$ cat src/design/hbpes_defs.svh
// constants for the high-bandwidth periodic endpoint sequencer
`ifndef HBPES_DEFS_SVH
`define HBPES_DEFS_SVH

// ==========================================================
// max packet size field layout
`define HBPES_MULT_HI 12
`define HBPES_MULT_LO 11
`define HBPES_SIZE_HI 10
`define HBPES_MAX_TX 2'h3

// ==========================================================
// buffering
`define HBPES_BYTE_W 8
`define HBPES_FIFO_DEPTH 8

// ==========================================================
// timing: clock period and host answer timeout, least time rounds up
`define HBPES_CLK_NS 100
`define HBPES_TIMEOUT_NS 1500
`define HBPES_TIMEOUT_CYC ((`HBPES_TIMEOUT_NS + `HBPES_CLK_NS - 1) / `HBPES_CLK_NS)

`endif

$ cat src/design/hbpes_pkg.sv
// types and shared decoding for the endpoint sequencer
`include "hbpes_defs.svh"
package hbpes_pkg;

  // ==========================================================
  // data packet identifiers and state encodings
  typedef enum logic [1:0] {
    HBPES_DATA0 = 2'h0,
    HBPES_DATA1 = 2'h1,
    HBPES_DATA2 = 2'h2,
    HBPES_MDATA = 2'h3
  } hbpes_pid_t;

  typedef enum logic [2:0] {
    HS_IDLE  = 3'h0,
    HS_TOKEN = 3'h1,
    HS_SEND  = 3'h3,
    HS_WAIT  = 3'h2,
    HS_DONE  = 3'h6
  } hbpes_hstate_t;

  typedef enum logic [1:0] {
    DS_IDLE = 2'h0,
    DS_RX   = 2'h1,
    DS_RSP  = 2'h3
  } hbpes_dstate_t;

  // ==========================================================
  // transactions per microframe, reserved code 3 capped at three
  function automatic logic [1:0] hbpes_mult(input logic [12:0] f);
    case (f[`HBPES_MULT_HI:`HBPES_MULT_LO])
      2'h0:    return 2'h1;
      2'h1:    return 2'h2;
      default: return `HBPES_MAX_TX;
    endcase
  endfunction : hbpes_mult

  // transactions needed for b bytes, never above mult
  function automatic logic [1:0] hbpes_ntx(input logic [11:0] b, input logic [10:0] mps, input logic [1:0] mult);
    logic [1:0] n;
    if (b <= {1'b0, mps}) n = 2'h1;
    else if (b <= {mps, 1'b0}) n = 2'h2;
    else n = 2'h3;
    return (n > mult) ? mult : n;
  endfunction : hbpes_ntx

  // payload of segment seg: full size first, remainder last
  function automatic logic [10:0] hbpes_seglen(input logic [11:0] b, input logic [10:0] mps,
                                               input logic [1:0] n, input logic [1:0] seg);
    logic [11:0] rem;
    rem = b - ((seg == 2'h0) ? 12'h0 : (seg == 2'h1) ? {1'b0, mps} : {mps, 1'b0});
    if (seg != n - 2'h1 || rem > {1'b0, mps}) return mps;
    return rem[10:0];
  endfunction : hbpes_seglen

endpackage : hbpes_pkg

$ cat src/design/hbpes_link_if.sv
// transaction-level link between host scheduler and endpoint
`timescale 1ns/1ps
`default_nettype none
interface hbpes_link_if;
  logic                   sof;
  logic                   tok_valid;
  logic                   tok_in;
  hbpes_pkg::hbpes_pid_t  hpid;
  logic            [10:0] hlen;
  logic                   d_valid;
  logic             [7:0] d_data;
  logic                   d_ready;
  logic                   rsp_valid;
  logic                   rsp_nak;
  hbpes_pkg::hbpes_pid_t  rsp_pid;
  logic            [10:0] rsp_len;
  logic                   ack;

  modport host (output sof, tok_valid, tok_in, hpid, hlen, d_valid, d_data, ack,
                input d_ready, rsp_valid, rsp_nak, rsp_pid, rsp_len);
  modport dev  (input sof, tok_valid, tok_in, hpid, hlen, d_valid, d_data, ack,
                output d_ready, rsp_valid, rsp_nak, rsp_pid, rsp_len);
endinterface : hbpes_link_if
`default_nettype wire

$ cat src/design/hbpes_fifo.sv
// small flip-flop fifo with valid/ready on both sides
`timescale 1ns/1ps
`default_nettype none
`include "hbpes_defs.svh"
module hbpes_fifo #(
  parameter int W = `HBPES_BYTE_W,
  parameter int D = `HBPES_FIFO_DEPTH
) (
  input  wire logic         i_clock,
  input  wire logic         i_rstn,
  input  wire logic         i_in_valid,
  output logic              o_in_ready,
  input  wire logic [W-1:0] i_in_data,
  output logic              o_out_valid,
  input  wire logic         i_out_ready,
  output logic      [W-1:0] o_out_data
);
  localparam int AW = $clog2(D);
  logic [W-1:0] mem [D];
  logic [AW-1:0] wr;
  logic [AW-1:0] rd;
  logic [AW:0]   count;
  logic          push;
  logic          pop;

  // ==========================================================
  // handshakes
  assign o_in_ready  = (count != (AW+1)'(D));
  assign o_out_valid = (count != '0);
  assign o_out_data  = mem[rd];
  assign push        = i_in_valid & o_in_ready;
  assign pop         = o_out_valid & i_out_ready;

  // storage carries no reset, only pointers matter
  always_ff @(posedge i_clock) begin
    if (push) mem[wr] <= i_in_data;
  end

  // pointers wrap by compare so depth need not be a power of two
  always_ff @(posedge i_clock) begin
    if (!i_rstn) begin
      wr    <= '0;
      rd    <= '0;
      count <= '0;
    end else begin
      if (push) wr <= (wr == AW'(D - 1)) ? '0 : wr + 1'b1;
      if (pop) rd <= (rd == AW'(D - 1)) ? '0 : rd + 1'b1;
      count <= count + (AW+1)'(push) - (AW+1)'(pop);
    end
  end
endmodule : hbpes_fifo
`default_nettype wire

$ cat src/design/hbpes_device.sv
// endpoint end: data pid generation, toggles and out sequence check
`timescale 1ns/1ps
`default_nettype none
`include "hbpes_defs.svh"
module hbpes_device (
  input  wire logic        i_clock,
  input  wire logic        i_rstn,
  hbpes_link_if.dev        link,
  input  wire logic        i_iso,
  input  wire logic [12:0] i_mps_field,
  input  wire logic [11:0] i_in_bytes,
  input  wire logic        i_int_avail,
  output logic       [7:0] o_out_data,
  output logic             o_out_valid,
  input  wire logic        i_out_ready,
  output logic             o_uf_good,
  output logic             o_uf_bad,
  output logic             o_in_toggle,
  output logic             o_out_toggle
);
  import hbpes_pkg::*;

  hbpes_dstate_t state;
  logic [10:0]   mps;
  logic [1:0]    mult;
  logic [10:0]   rx_len;
  logic [10:0]   rx_cnt;
  logic          discard;
  logic [1:0]    iso_idx;
  logic [1:0]    iso_n;
  logic [1:0]    n_now;
  logic [1:0]    mcnt;
  logic          seq_final;
  logic          seq_err;
  logic          seq_any;
  logic          fifo_ready;
  logic          push;
  logic          tok_out;
  logic          tok_in;

  // ==========================================================
  // decode
  assign mps     = i_mps_field[`HBPES_SIZE_HI:0];
  assign mult    = hbpes_mult(i_mps_field);
  assign tok_out = (state == DS_IDLE) & link.tok_valid & ~link.tok_in;
  assign tok_in  = (state == DS_IDLE) & link.tok_valid & link.tok_in;
  // count fixed by the first token of the microframe
  assign n_now   = (iso_idx == 2'h0) ? hbpes_ntx(i_in_bytes, mps, mult) : iso_n;

  // ==========================================================
  // out reception; sof abandons any half-received packet
  always_ff @(posedge i_clock) begin
    if (!i_rstn) begin
      state   <= DS_IDLE;
      rx_len  <= '0;
      rx_cnt  <= '0;
      discard <= 1'b0;
    end else if (link.sof) begin
      state <= DS_IDLE;
    end else begin
      case (state)
        DS_IDLE: if (tok_out) begin
          rx_len  <= link.hlen;
          rx_cnt  <= '0;
          // a repeated interrupt packet is drained but not kept
          discard <= ~i_iso & (link.hpid != hbpes_pid_t'({1'b0, o_out_toggle}));
          if (link.hlen != '0) state <= DS_RX;
          else if (!i_iso) state <= DS_RSP;
        end
        DS_RX: if (link.d_valid && link.d_ready) begin
          rx_cnt <= rx_cnt + 11'h1;
          // isochronous data gets no handshake, so nothing to retry on
          if (rx_cnt == rx_len - 11'h1) state <= i_iso ? DS_IDLE : DS_RSP;
        end
        DS_RSP: state <= DS_IDLE;
        default: state <= DS_IDLE;
      endcase
    end
  end

  // back-pressure from the user reaches the host through d_ready
  assign link.d_ready = (state == DS_RX) & (discard | fifo_ready);
  assign push         = (state == DS_RX) & link.d_valid & ~discard;

  // ==========================================================
  // answers to in tokens one cycle after the token, out handshakes one cycle after entering DS_RSP
  always_ff @(posedge i_clock) begin
    if (!i_rstn) begin
      link.rsp_valid <= 1'b0;
      link.rsp_nak   <= 1'b0;
      link.rsp_pid   <= HBPES_DATA0;
      link.rsp_len   <= '0;
      iso_idx        <= 2'h0;
      iso_n          <= 2'h0;
    end else begin
      link.rsp_valid <= 1'b0;
      if (link.sof) begin
        iso_idx <= 2'h0;
      end else if (tok_in) begin
        link.rsp_valid <= 1'b1;
        if (i_iso) begin
          link.rsp_nak <= 1'b0;
          iso_n        <= n_now;
          if (iso_idx != `HBPES_MAX_TX) iso_idx <= iso_idx + 2'h1;
          if (iso_idx < n_now) begin
            link.rsp_pid <= hbpes_pid_t'(n_now - iso_idx - 2'h1);
            link.rsp_len <= hbpes_seglen(i_in_bytes, mps, n_now, iso_idx);
          end else begin
            link.rsp_pid <= HBPES_DATA0;
            link.rsp_len <= '0;
          end
        end else begin
          link.rsp_nak <= ~i_int_avail;
          link.rsp_pid <= hbpes_pid_t'({1'b0, o_in_toggle});
          link.rsp_len <= mps;
        end
      end else if (state == DS_RSP) begin
        link.rsp_valid <= 1'b1;
        link.rsp_nak   <= 1'b0;
        link.rsp_pid   <= hbpes_pid_t'({1'b0, o_out_toggle});
        link.rsp_len   <= rx_len;
      end
    end
  end

  // ==========================================================
  // interrupt toggles: in flips on host ack, out on accepted data
  always_ff @(posedge i_clock) begin
    if (!i_rstn) begin
      o_in_toggle  <= 1'b0;
      o_out_toggle <= 1'b0;
    end else begin
      if (!i_iso && link.ack) o_in_toggle <= ~o_in_toggle;
      if (state == DS_RSP && !discard) o_out_toggle <= ~o_out_toggle;
    end
  end

  // ==========================================================
  // out pid pattern check; which mdata got lost is not knowable,
  // so a bad pattern condemns the whole microframe
  always_ff @(posedge i_clock) begin
    if (!i_rstn) begin
      mcnt      <= 2'h0;
      seq_final <= 1'b0;
      seq_err   <= 1'b0;
      seq_any   <= 1'b0;
      o_uf_good <= 1'b0;
      o_uf_bad  <= 1'b0;
    end else begin
      o_uf_good <= 1'b0;
      o_uf_bad  <= 1'b0;
      if (link.sof) begin
        o_uf_good <= seq_any & ~seq_err & seq_final;
        o_uf_bad  <= seq_any & (seq_err | ~seq_final);
        mcnt      <= 2'h0;
        seq_final <= 1'b0;
        seq_err   <= 1'b0;
        seq_any   <= 1'b0;
      end else if (tok_out && i_iso) begin
        seq_any <= 1'b1;
        if (link.hpid == HBPES_MDATA) begin
          if (mcnt != `HBPES_MAX_TX) mcnt <= mcnt + 2'h1;
          if (seq_final || mcnt + 2'h1 >= mult) seq_err <= 1'b1;
        end else begin
          seq_final <= 1'b1;
          // data0/1/2 must follow exactly 0/1/2 mdata packets
          if (seq_final || 2'(link.hpid) != mcnt) seq_err <= 1'b1;
        end
      end
    end
  end

  // ==========================================================
  // received bytes toward the user
  hbpes_fifo #(
    .W (`HBPES_BYTE_W),
    .D (`HBPES_FIFO_DEPTH)
  ) u_fifo (
    .i_clock     (i_clock),
    .i_rstn      (i_rstn),
    .i_in_valid  (push),
    .o_in_ready  (fifo_ready),
    .i_in_data   (link.d_data),
    .o_out_valid (o_out_valid),
    .i_out_ready (i_out_ready),
    .o_out_data  (o_out_data)
  );
endmodule : hbpes_device
`default_nettype wire

$ cat src/flat_wrapper.sv
// flat-port wrapper written by rule: the top's interface ports become plain ports
module hbpes_device_flat import hbpes_pkg::*;
  (i_clock, i_rstn, i_iso, i_mps_field, i_in_bytes, i_int_avail, o_out_data, o_out_valid, i_out_ready, o_uf_good, o_uf_bad, o_in_toggle, o_out_toggle, link_sof, link_tok_valid, link_tok_in, link_hpid, link_hlen, link_d_valid, link_d_data, link_ack, link_d_ready, link_rsp_valid, link_rsp_nak, link_rsp_pid, link_rsp_len);
  hbpes_link_if link_i ();
  input  wire logic i_clock;
  input  wire logic i_rstn;
  input  wire logic i_iso;
  input  wire logic [12:0] i_mps_field;
  input  wire logic [11:0] i_in_bytes;
  input  wire logic i_int_avail;
  output logic       [7:0] o_out_data;
  output logic o_out_valid;
  input  wire logic i_out_ready;
  output logic o_uf_good;
  output logic o_uf_bad;
  output logic o_in_toggle;
  output logic o_out_toggle;
  input wire logic [$bits(link_i.sof)-1:0] link_sof;
  input wire logic [$bits(link_i.tok_valid)-1:0] link_tok_valid;
  input wire logic [$bits(link_i.tok_in)-1:0] link_tok_in;
  input wire logic [$bits(link_i.hpid)-1:0] link_hpid;
  input wire logic [$bits(link_i.hlen)-1:0] link_hlen;
  input wire logic [$bits(link_i.d_valid)-1:0] link_d_valid;
  input wire logic [$bits(link_i.d_data)-1:0] link_d_data;
  input wire logic [$bits(link_i.ack)-1:0] link_ack;
  output wire logic [$bits(link_i.d_ready)-1:0] link_d_ready;
  output wire logic [$bits(link_i.rsp_valid)-1:0] link_rsp_valid;
  output wire logic [$bits(link_i.rsp_nak)-1:0] link_rsp_nak;
  output wire logic [$bits(link_i.rsp_pid)-1:0] link_rsp_pid;
  output wire logic [$bits(link_i.rsp_len)-1:0] link_rsp_len;
  assign link_i.sof = link_sof;
  assign link_i.tok_valid = link_tok_valid;
  assign link_i.tok_in = link_tok_in;
  assign link_i.hpid = link_hpid;
  assign link_i.hlen = link_hlen;
  assign link_i.d_valid = link_d_valid;
  assign link_i.d_data = link_d_data;
  assign link_i.ack = link_ack;
  assign link_d_ready = link_i.d_ready;
  assign link_rsp_valid = link_i.rsp_valid;
  assign link_rsp_nak = link_i.rsp_nak;
  assign link_rsp_pid = link_i.rsp_pid;
  assign link_rsp_len = link_i.rsp_len;
  hbpes_device u_core (.i_clock(i_clock), .i_rstn(i_rstn), .link(link_i), .i_iso(i_iso), .i_mps_field(i_mps_field), .i_in_bytes(i_in_bytes), .i_int_avail(i_int_avail), .o_out_data(o_out_data), .o_out_valid(o_out_valid), .i_out_ready(i_out_ready), .o_uf_good(o_uf_good), .o_uf_bad(o_uf_bad), .o_in_toggle(o_in_toggle), .o_out_toggle(o_out_toggle));
endmodule
$ cat config.mk
export PLATFORM = sky130hd
export DESIGN_NAME = hbpes_device_flat
export DESIGN_NICKNAME = d
export VERILOG_FILES = /design/src/design/hbpes_pkg.sv /design/src/design/hbpes_link_if.sv /design/src/design/hbpes_fifo.sv /design/src/design/hbpes_device.sv /design/src/flat_wrapper.sv
export VERILOG_INCLUDE_DIRS = /design/src /design/src/design
export SDC_FILE = /design/constraint.sdc
export NUM_CORES = 1
export LEC_CHECK = 0
export CAP_MARGIN = 20
export CORE_MARGIN = 10
export CORE_UTILIZATION = 55
export CTS_CLUSTER_DIAMETER = 50
export DETAILED_ROUTE_END_ITERATION = 12
export DONT_BUFFER_PORTS = 1
export PLACE_DENSITY = 0.7
export SLEW_MARGIN = 20
export SYNTH_ARGS = -nofsm -noshare
export SYNTH_HDL_FRONTEND = slang
export SYNTH_SLANG_ARGS = --single-unit
$ cat constraint.sdc
create_clock -name i_clock -period 9 [get_ports i_clock]
set_input_delay 0.45 -clock i_clock [delete_from_list [all_inputs] [get_ports i_clock]]
set_output_delay 0.45 -clock i_clock [all_outputs]
set_load 0.02 [all_outputs]
==> impl_results.md, run 1 <==
* CTS tree: built
* Final Hold Fails at 0
* Clock skew at 0.00597 ns
* Routed via count at 5660
* Post-Synth Adder-Cell Area at 11.7%
* Post-synthesis xor/xnor area fraction at 4.39%
* Chip Width at 137 µm
* Antenna diodes at 0
* Delay-heaviest family, CP: compound AO/OA/AOI/OAI gates
* Complex-gate fraction of the synthesized area at 12.7%
* Vias in the first global route at 5622
* Cell taking the most area after synthesis: edfxtp_1
* Ys Warns at 0
* Status: finished clean
* Hold buffer count at CTS at 0
* Clock transition at path regs at 0.06 ns
* Gate count after technology mapping at 739
* First-pass GRT wire length at 29600 µm
* RePlAce Congestion at 0.880
* Power per cell area at 202 nW/µm²
* # fillers at 1103
* Peak Freq at 172 MHz
* Commonest cells after routing, fill and taps aside: nor2_1 (77), ha_1 (68), nand2_1 (65), dfxtp_1 (65), edfxtp_1 (64)
* Worst hold endpoint: u_core.state[1]
* Final Cycle Share at 64.5%
* CP max stage delay at 0.71 ns
* FF+latch count, synth at 130
* Worst-path cell chain: inv_1 -> ha_1 -> mux2_2 -> nand2_1 -> ha_1 -> nor2b_1 -> o31ai_1 -> a21oi_1 -> o21ai_0 -> nand3_1 -> o311ai_0 -> ha_1 -> a21o_1 -> a21oi_1 -> o211ai_1 -> o21ai_0 -> nand3_1 -> nor4_2 -> a22oi_1 -> a2111oi_1
* Buf/Inv on CP at 1
* DP HPWL at 14100 µm
* Synth area leaders: edfxtp_1 (25%), dfxtp_1 (17%), ha_1 (11%)
* Die area at 18900 µm²
* Sequential fraction of the synthesis area at 42.7%
* Residual DRC at 0
* Unique masters post-synth at 64
* Overall Global Routing Usage at 20.0%
* WHS Path Cells at 1
* WHS at 0.125 ns
* Drt total wl at 18500 µm
* Wire length per cell at 19.9 µm
* Root Buffer: clkbuf_16
* CP Launch Point: u_core.iso_idx[1]
* Leak at 3.12 nW
* Final nets at 868
* Resize count post-CTS at 0
* Postcts setup bufs at 0
* Reg2reg end: u_core.link.rsp_len[10]
* Post-route ant nets at 0
* Slew Limit Fails at 0
* Avg Inst Size Synth at 10.3 µm²
* Min cycle time layout at 5.80 ns
* Setup CP Type: reg -> reg
* Slew HR at 37.2%
* Max rail drop VDD at 0.000128 V
* Asr flop ratio synth at 0%
* DR iter-0 viols at 383
* Post-synthesis simple-gate area fraction at 16.4%
* Initial antenna violation count at 0
* Longest Clk Path Bufs at 2
* H-tree Lvls at 4
* Critical path arrival at 6.09 ns
* Syn nets at 865
* Vias per cell at 6.08
* Main flop type after synthesis: dfxtp_1
* Combinational family with the most area after synthesis: simple AND/OR/NAND/NOR gates
* Setup TNS at 0 ns
* Most frequent CP cell: ha_1
* Flop-to-flop setup slack at 3.20 ns
* Worst hold path type: in -> reg
* Max-cap viol count at 0
* Worst Tran Pin Value at 0.934 ns
* Fin area at 8380 µm²
* Yosys top cell area share at 25.3%
* TritonRoute pass-1 iters at 5
* CP Data Required Time at 9.29 ns
* Number of core rows at 42
* Post-synthesis mux area share at 9.02%
* Worst reg-to-reg path cell count at 20
* Critical Path Fanout Max at 20
* Slowest-stage cell, CP: nor4_2
* Setup crit end kind: flop
* Total gr overflow at 0
* RSZ-0062 raised after global routing: false
* Core area at 13400 µm²
* Clock Sinks at 130
* Largest net degree at the start of global routing at 36
* CTS Buf Count at 17
* Most common cell after layout, fill and taps aside: nor2_1
* Initial core utilization at 56.6%
* Die H at 137 µm
* I/O pin cnt at 85
* Cell area after synthesis at 7590 µm²
* Setup violators final at 0
* IO Port Bufs at 0
* Worst hold start: i_iso
* Post-synth EDFFs at 64
* Syn-to-layout area delta at 10.5%
* Clk_lat worst skew at 0.41 ns
* Proportion of layout cells with a drive suffix above 1 at 11.0%
* Final core occ at 62.5%
* Worst R2R Start: u_core.iso_idx[1]
* Area after DPL at 7770 µm²
* Worst Setup Start Kind: flop
-- worst max path at each step --
| stage | to | slack [ns] | cells after the start |
|---|---|---|---|
| 2_1_floorplan | u_core.link.rsp_len[10] | 4.55 | 22 |
| 3_3_place_gp | u_core.link.rsp_len[10] | 3.64 | 20 |
| 3_5_place_dp | u_core.link.rsp_len[10] | 3.30 | 20 |
| 4_1_cts | u_core.link.rsp_len[10] | 3.27 | 20 |
| 5_1_grt | u_core.link.rsp_len[10] | 2.62 | 20 |
| 6_report | u_core.link.rsp_len[10] | 3.20 | 20 |
-- Yosys cell counts (all sizes together) (3+ instances only) --
cell     count
a21oi       50
or4          3
nand3b       3
edfxtp      64
and3         5
o211ai      14
and2         4
a21o         4
mux2i       20
nor3b        5
nand4b       5
nand3       16
nand2b      14
mux2        11
dfxtp       66
nor3        19
inv         35
xnor2       19
a211oi       5
nand4       10
clkbuf      18
xor2        19
nor2b        7
ha          68
o21a         3
nor4        12
mux4        16
nand2       65
or3          6
buf          6
a2111oi     10
a311o        3
nor2        77
o21ai       28
-- metrics by stage --
step	setup WS, ns	power [mW]	instances
finish	3.20	1.69	931
global route	2.62	1.77	931
CTS	3.27	1.70	931
detailed placement	3.30	0.996	899
global placement	3.64	0.981	899
floorplan	4.55	0.935	739
-- kinds of logic (layout without fill, tap and decap cells) --
| family | count (synthesis) | in the layout |
|---|---|---|
| XOR/XNOR | 38 | 38 |
| buffers and inverters | 59 | 75 |
| multiplexers | 47 | 47 |
| flip-flops | 130 | 130 |
| AO/OA/AOI/OAI | 140 | 140 |
| adder cells (fa/ha/maj) | 70 | 70 |
| AND/OR/NAND/NOR | 255 | 255 |
-- metal layers --
| layer | wire (µm) | GRT usage (%) |
|---|---|---|
| met5 | 0 | 0 |
| met4 | 401 | 6.44 |
| met3 | 1120 | 5.79 |
| met2 | 9340 | 33.9 |
| met1 | 7640 | 23.9 |
-- where the power goes --
| part | total (mW) | internal [mW] | switching, mW |
|---|---|---|---|
| sequential | 0.682 | 0.642 | 0.0404 |
| combinational | 0.305 | 0.141 | 0.164 |
| clock | 0.705 | 0.439 | 0.265 |
-- final cells by class --
type,instances,area (µm²),area share (%)
clock buffers,18,429,5.12
clock inverters,14,179,2.13
inverters,35,131,1.57
multi-input cells,550,4120,49.1
flip-flops and latches,130,3240,38.7
well taps,176,220,2.63
repair buffers,8,60.1,0.717
-- registers in the layout (all words and copies together), names as in the netlist, 2 cells and up, named ones only --
signal / flops
u_core.link.rsp_pid: 2
u_core.iso_idx: 2
u_core.link.rsp_len: 11
u_core.u_fifo.rd: 3
u_core.rx_cnt: 11
u_core.rx_len: 11
u_core.iso_n: 2
u_core.mcnt: 2
u_core.u_fifo.wr: 3
u_core.state: 2
u_core.u_fifo.mem: 64
u_core.u_fifo.count: 4
-- worst register-to-register path, cell delays in order, from the launching register on --
cell and delay, ns:
dfxtp_1 0.37, inv_1 0.13, ha_1 0.53, mux2_2 0.41, nand2_1 0.11, ha_1 0.24
nor2b_1 0.14, o31ai_1 0.45, a21oi_1 0.16, o21ai_0 0.25, nand3_1 0.10, o311ai_0 0.21
ha_1 0.38, a21o_1 0.17, a21oi_1 0.20, o211ai_1 0.12, o21ai_0 0.28, nand3_1 0.14
nor4_2 0.71, a22oi_1 0.21, a2111oi_1 0.37
Note: power is estimated with default switching activity, not from simulation.
==> run 2, diff against run 1 <==
- PLACE_DENSITY: 0.7 -> 0.73
- clock period: 9 -> 5 ns (I/O delays scaled with it)
==> impl_results.md, run 2 (synthesized netlist as in run 1, its figures left out) <==
* Worst reg-to-reg path cell count at 21 (+5.0%)
* Worst Setup Start Kind: flop
* Leak at 3.25 nW (+4.0%)
* Final nets at 892 (+2.8%)
* Vias in the first global route at 5910 (+5.1%)
* Wire length per cell at 19.6 µm (-1.4%)
* Critical path arrival at 4.96 ns (-1.13 ns)
* Post-route ant nets at 0 (unchanged)
* Setup crit end kind: flop
* Flop-to-flop setup slack at 0.32 ns (-2.88 ns)
* WHS Path Cells at 2 (+1)
* Most common cell after layout, fill and taps aside: nor2_1
* Final Hold Fails at 0 (unchanged)
* Cells after DPL at 903 (+0.44%)
* Clock transition at path regs at 0.06 ns (about the same)
* Worst hold endpoint: u_core.link.rsp_nak
* Slew Limit Fails at 0 (unchanged)
* Number of flip-flops in the largest register at 64 (unchanged)
* Number of core rows at 42 (unchanged)
* RePlAce Congestion at 0.842 (-4.3%)
* Min cycle time layout at 4.68 ns (-1.12 ns)
* Power per cell area at 356 nW/µm² (+76%)
* IO Port Bufs at 0 (unchanged)
* WHS at 0.0145 ns (-0.111 ns)
* Core area at 13400 µm² (unchanged)
* First-pass GRT wire length at 30300 µm (+2.2%)
* Longest Clk Path Bufs at 2 (unchanged)
* Setup violators final at 0 (unchanged)
* Critical Path Fanout Max at 11 (-45%)
* Fin cells at 956 (+2.7%)
* Reg2reg end: u_core.link.rsp_len[3]
* Top reg by flops: u_core.u_fifo.mem
* Total design power at 3.07 mW (+82%)
* Peak Freq at 214 MHz (+24%)
* Max-cap viol count at 0 (unchanged)
* Residual DRC at 0 (unchanged)
* Drt total wl at 18700 µm (+1.3%)
* Clock Sinks at 130 (unchanged)
* Commonest cells after routing, fill and taps aside: nor2_1 (77), ha_1 (67), nand2_1 (65)
* Worst Tran Pin Value at 0.919 ns (-0.0152 ns)
* Proportion of layout cells with a drive suffix above 1 at 11.9% (+0.95 points)
* Final Cycle Share at 93.6% (+29 points)
* Initial antenna violation count at 1 (+1)
* Worst hold start: i_int_avail
* CTS Buf Count at 17 (unchanged)
* # fillers at 1005 (-8.9%)
* CTS tree: built
* Clock skew at 0.00827 ns (+0.00230 ns)
* Vias per cell at 6.09 (+0.16%)
* Setup TNS at 0 ns (unchanged)
* Largest net degree at the start of global routing at 36 (unchanged)
* TritonRoute pass-1 iters at 5 (unchanged)
* I/O pin cnt at 85 (unchanged)
* RSZ-0062 raised after global routing: false
* Total gr overflow at 0 (unchanged)
* Slew HR at 38.3% (+1.1 points)
* Postcts setup bufs at 0 (unchanged)
* Die area at 18900 µm² (unchanged)
* Initial core utilization at 56.6% (unchanged)
* Status: finished clean
* Clk_lat worst skew at 0.42 ns (about the same)
* CP Data Required Time at 5.28 ns (-4.01 ns)
* Overall Global Routing Usage at 20.2% (+0.21 points)
* DR iter-0 viols at 343 (-10%)
* H-tree Lvls at 4 (unchanged)
* Final core occ at 64.5% (+2.0 points)
* Worst hold path type: in -> reg
* Die H at 137 µm (unchanged)
* Routed via count at 5821 (+2.8%)
* Setup CP Type: reg -> reg
* Max rail drop VDD at 0.000256 V (+99%)
* Root Buffer: clkbuf_16
* Chip Width at 137 µm (unchanged)
* DP HPWL at 14000 µm (-0.91%)
* Worst R2R Start: u_core.iso_idx[0]
* Syn-to-layout area delta at 13.9%
run 2: where the power goes:
part | internal (mW) | switching, mW | total, mW
clock network | 0.760 | 0.514 | 1.27
registers | 1.15 | 0.0721 | 1.23
logic | 0.268 | 0.304 | 0.573
total | 2.18 | 0.891 | 3.07
run 2: worst max-delay path, cell delays in order, from the launching register on:
cell and delay (ns):
dfxtp_1 0.41, inv_1 0.13, ha_1 0.28, inv_1 0.12, and3_1 0.17, ha_1 0.16
inv_1 0.05, fa_1 0.40, a21o_1 0.19, a21oi_2 0.19, o211ai_1 0.14, a31o_2 0.26
a21oi_1 0.20, xnor2_1 0.19, ha_1 0.30, a21oi_1 0.18, o211ai_1 0.13, o21ai_2 0.15
nand3_1 0.09, or4_4 0.51, o211ai_1 0.17, a2111oi_2 0.11
run 2: area by class of cell:
class	count	area, µm²	share of cell area (%)
multi-input cells	550	4140	47.9
flip-flops and latches	130	3250	37.6
inverters	35	131	1.52
clock inverters	15	185	2.14
repair buffers	32	290	3.36
well taps	176	220	2.55
clock buffers	17	425	4.92
diodes	1	2.50	0.0290
run 2: metal layers:
metal  wire [µm]  up-vias  global-route usage (%)
met1        7420     2807                    23.3
met4         548        0                    7.90
li1            -     2801                       -
met5           0        -                       0
met2        9640      167                    34.6
met3        1140       46                    5.86
run 2: repair_timing:
action	CTS	global route
setup endpoints to repair	0	11
hold endpoints to repair	78	0
gates resized for setup	0	9
hold buffers	20	0
run 2: worst max path at each step:
stage                     slack, ns                       to               from  cells past startpoint
final                          0.32   u_core.link.rsp_len[3]  u_core.iso_idx[0]                     21
after global routing           0.04  u_core.link.rsp_len[10]  u_core.iso_idx[0]                     21
after CTS                      0.15   u_core.link.rsp_len[3]  u_core.iso_idx[1]                     20
after detailed placement       0.19  u_core.link.rsp_len[10]  u_core.iso_idx[1]                     20
after floorplan                0.55  u_core.link.rsp_len[10]  u_core.iso_idx[1]                     22
after global placement         0.38  u_core.link.rsp_len[10]  u_core.iso_idx[1]                     20
run 2: stage by stage:
| step | worst slack (ns) | cell area (µm²) |
|---|---|---|
| floorplan | 0.551 | 7590 |
| global placement | 0.377 | 7800 |
| detailed placement | 0.185 | 7800 |
| CTS | 0.153 | 8610 |
| global route | 0.0363 | 8640 |
| finish | 0.319 | 8640 |
==> run 3, diff against run 2 <==
- SYNTH_HIERARCHICAL: default -> 1
==> impl_results.md, run 3 <==
* Peak Freq at 212 MHz (-0.78%)
* Min cycle time layout at 4.72 ns (+0.0368 ns)
* Initial antenna violation count at 0 (-1)
* Sequential fraction of the synthesis area at 41.6% (-1.2 points)
* Final Cycle Share at 94.4% (+0.74 points)
* Gate count after technology mapping at 750 (+1.5%)
* Ys Warns at 6 (+6)
* Post-synth EDFFs at 64 (unchanged)
* Worst hold path type: in -> reg
* Residual DRC at 0 (unchanged)
* IO Port Bufs at 0 (unchanged)
* Initial core utilization at 56.2% (-0.43 points)
* Max rail drop VDD at 0.000197 V (-23%)
* Max-cap viol count at 0 (unchanged)
* DP HPWL at 14300 µm (+2.1%)
* Vias per cell at 6.15 (+0.97%)
* WHS at 0.0176 ns (+0.00312 ns)
* Setup CP Type: reg -> reg
* Final Hold Fails at 0 (unchanged)
* Clock transition at path regs at 0.07 ns (about the same)
* Routed via count at 5982 (+2.8%)
* Avg Inst Size Synth at 10.4 µm² (+1.3%)
* Count leader, synth: ha_1
* Longest Clk Path Bufs at 2 (unchanged)
* RePlAce Congestion at 0.840 (-0.27%)
* Number of flip-flops in the largest register at 64 (unchanged)
* Root Buffer: clkbuf_16
* Worst Setup Start Kind: flop
* Final core occ at 64.4% (-0.087 points)
* Area after DPL at 7980 µm² (+2.3%)
* Post-route ant nets at 0 (unchanged)
* Power per cell area at 351 nW/µm² (-1.2%)
* Total gr overflow at 0 (unchanged)
* CTS Buf Count at 17 (unchanged)
* First-pass GRT wire length at 30700 µm (+1.3%)
* Critical Path Fanout Max at 5 (-6)
* Total design power at 3.14 mW (+2.2%)
* Die area at 19300 µm² (+2.4%)
* Wire length per cell at 19.9 µm (+1.7%)
* Drt total wl at 19400 µm (+3.5%)
* Setup violators final at 0 (unchanged)
* DR iter-0 viols at 357 (+4.1%)
* Leak at 3.44 nW (+5.9%)
* H-tree Lvls at 4 (unchanged)
* Core area at 13900 µm² (+3.6%)
* Yosys top cell area share at 24.6% (-0.69 points)
* Cell taking the most area after synthesis: edfxtp_1
* Clk_lat worst skew at 0.43 ns (about the same)
* Clock skew at 0.0146 ns (+0.00638 ns)
* Largest net degree at the start of global routing at 26 (-28%)
* CTS tree: built
* Asr flop ratio synth at 0% (unchanged)
* Overall Global Routing Usage at 19.5% (-0.68 points)
* Top reg by flops: u_core/u_fifo/mem
* Vias in the first global route at 6045 (+2.3%)
* FF+latch count, synth at 130 (unchanged)
* TritonRoute pass-1 iters at 5 (unchanged)
* Syn nets at 876 (+1.3%)
* Synth area leaders: edfxtp_1 (25%), dfxtp_1 (17%), ha_1 (11%)
* Fin area at 8940 µm² (+3.4%)
* CP Data Required Time at 5.26 ns (-0.02 ns)
* Clock Sinks at 130 (unchanged)
* Most common cell after layout, fill and taps aside: ha_1
* Status: finished clean
* Die H at 139 µm (+1.2%)
* Critical path arrival at 4.98 ns (+0.02 ns)
* Syn-to-layout area delta at 14.6%
* Number of core rows at 43 (+2.4%)
* Slew Limit Fails at 0 (unchanged)
* Worst Tran Pin Value at 0.961 ns (+0.0426 ns)
* I/O pin cnt at 85 (unchanged)
* Chip Width at 139 µm (+1.2%)
* Cell area after synthesis at 7800 µm² (+2.8%)
* Slew HR at 35.7% (-2.6 points)
* Synth top cells by count: ha_1 (68), dfxtp_1 (66), edfxtp_1 (64), nand2_1 (64), nor2_1 (61)
* Setup TNS at 0 ns (unchanged)
* Unique masters post-synth at 70 (+9.4%)
* Proportion of layout cells with a drive suffix above 1 at 10.7% (-1.2 points)
* Antenna diodes at 0 (-1)
* Commonest cells after routing, fill and taps aside: ha_1 (67), nand2_1 (64), dfxtp_1 (64), edfxtp_1 (64), nor2_1 (60)
* Setup crit end kind: flop
* Final nets at 906 (+1.6%)
* Main flop type after synthesis: dfxtp_1
-- run 3: worst max-delay path: stages (launching register included) --
cell and delay [ns]:
dfxtp_2 0.34, inv_1 0.13, ha_1 0.20, mux2_2 0.33
nand2_1 0.12, ha_1 0.25, nor2b_1 0.15, o31a_1 0.30
o21a_1 0.24, nor2_2 0.13, xnor2_2 0.15, ha_1 0.28
and3_1 0.19, a221o_1 0.36, a221oi_2 0.21, a21oi_1 0.06
a311o_1 0.33, or3_4 0.38, o21ai_4 0.24, o221ai_1 0.14
-- run 3: cells by family after synthesis --
group	after synthesis	share of synthesized area, %
AOI/OAI and AO/OA	139	12.6
buffers and inverters	72	3.93
DFF	130	41.6
muxes	51	9.98
xor gates and xnor gates	35	3.93
and+or+nand+nor	253	16.6
adders and majority gates	70	11.4
-- run 3: final timing paths --
path	startpoint	end	slack [ns]	cells after the start
setup reg to reg	u_core/iso_idx[1]	u_core/link.rsp_len[7]	0.28	19
setup / recovery	u_core/iso_idx[1]	u_core/link.rsp_len[7]	0.28	19
hold / removal	i_rstn	u_core/u_fifo/rd[1]	0.02	2
hold reg to reg	u_core/seq_err	u_core/o_uf_good	0.45	1
-- run 3: per-stage QoR --
step,std cells,setup WS (ns)
floorplan,750,0.284
finish,973,0.282
global placement,912,0.226
global route,973,-0.00700
detailed placement,912,0.0619
CTS,970,0.00879
-- run 3: layer usage --
| metal | share of wire [%] | vias up | global-route usage (%) |
|---|---|---|---|
| met5 | 0 | - | 0 |
| met4 | 2.5 | 0 | 6.97 |
| met3 | 7.2 | 41 | 6.95 |
| met2 | 50 | 175 | 34.0 |
| met1 | 40 | 2901 | 21.4 |
| li1 | - | 2865 | - |
-- run 3: layout make-up --
type	instances	area, µm²
flip-flops and latches	130	3250
well taps	180	225
repair buffers	39	358
inverters	43	161
fillers	1136	4940
clock inverters	15	208
multi-input cells	549	4310
clock buffers	17	425
-- run 3: where the power goes --
part | internal, mW | switching (mW)
Clock | 0.838 | 0.476
Combinational | 0.274 | 0.323
Sequential | 1.16 | 0.0705
-- run 3: repair_timing --
item | CTS | global route
buffers inserted | 0 | 2
gates resized for setup | 0 | 10
endpoints found under the hold margin | 90 | 0
endpoints found under the setup margin | 0 | 11
hold buffers | 26 | 0
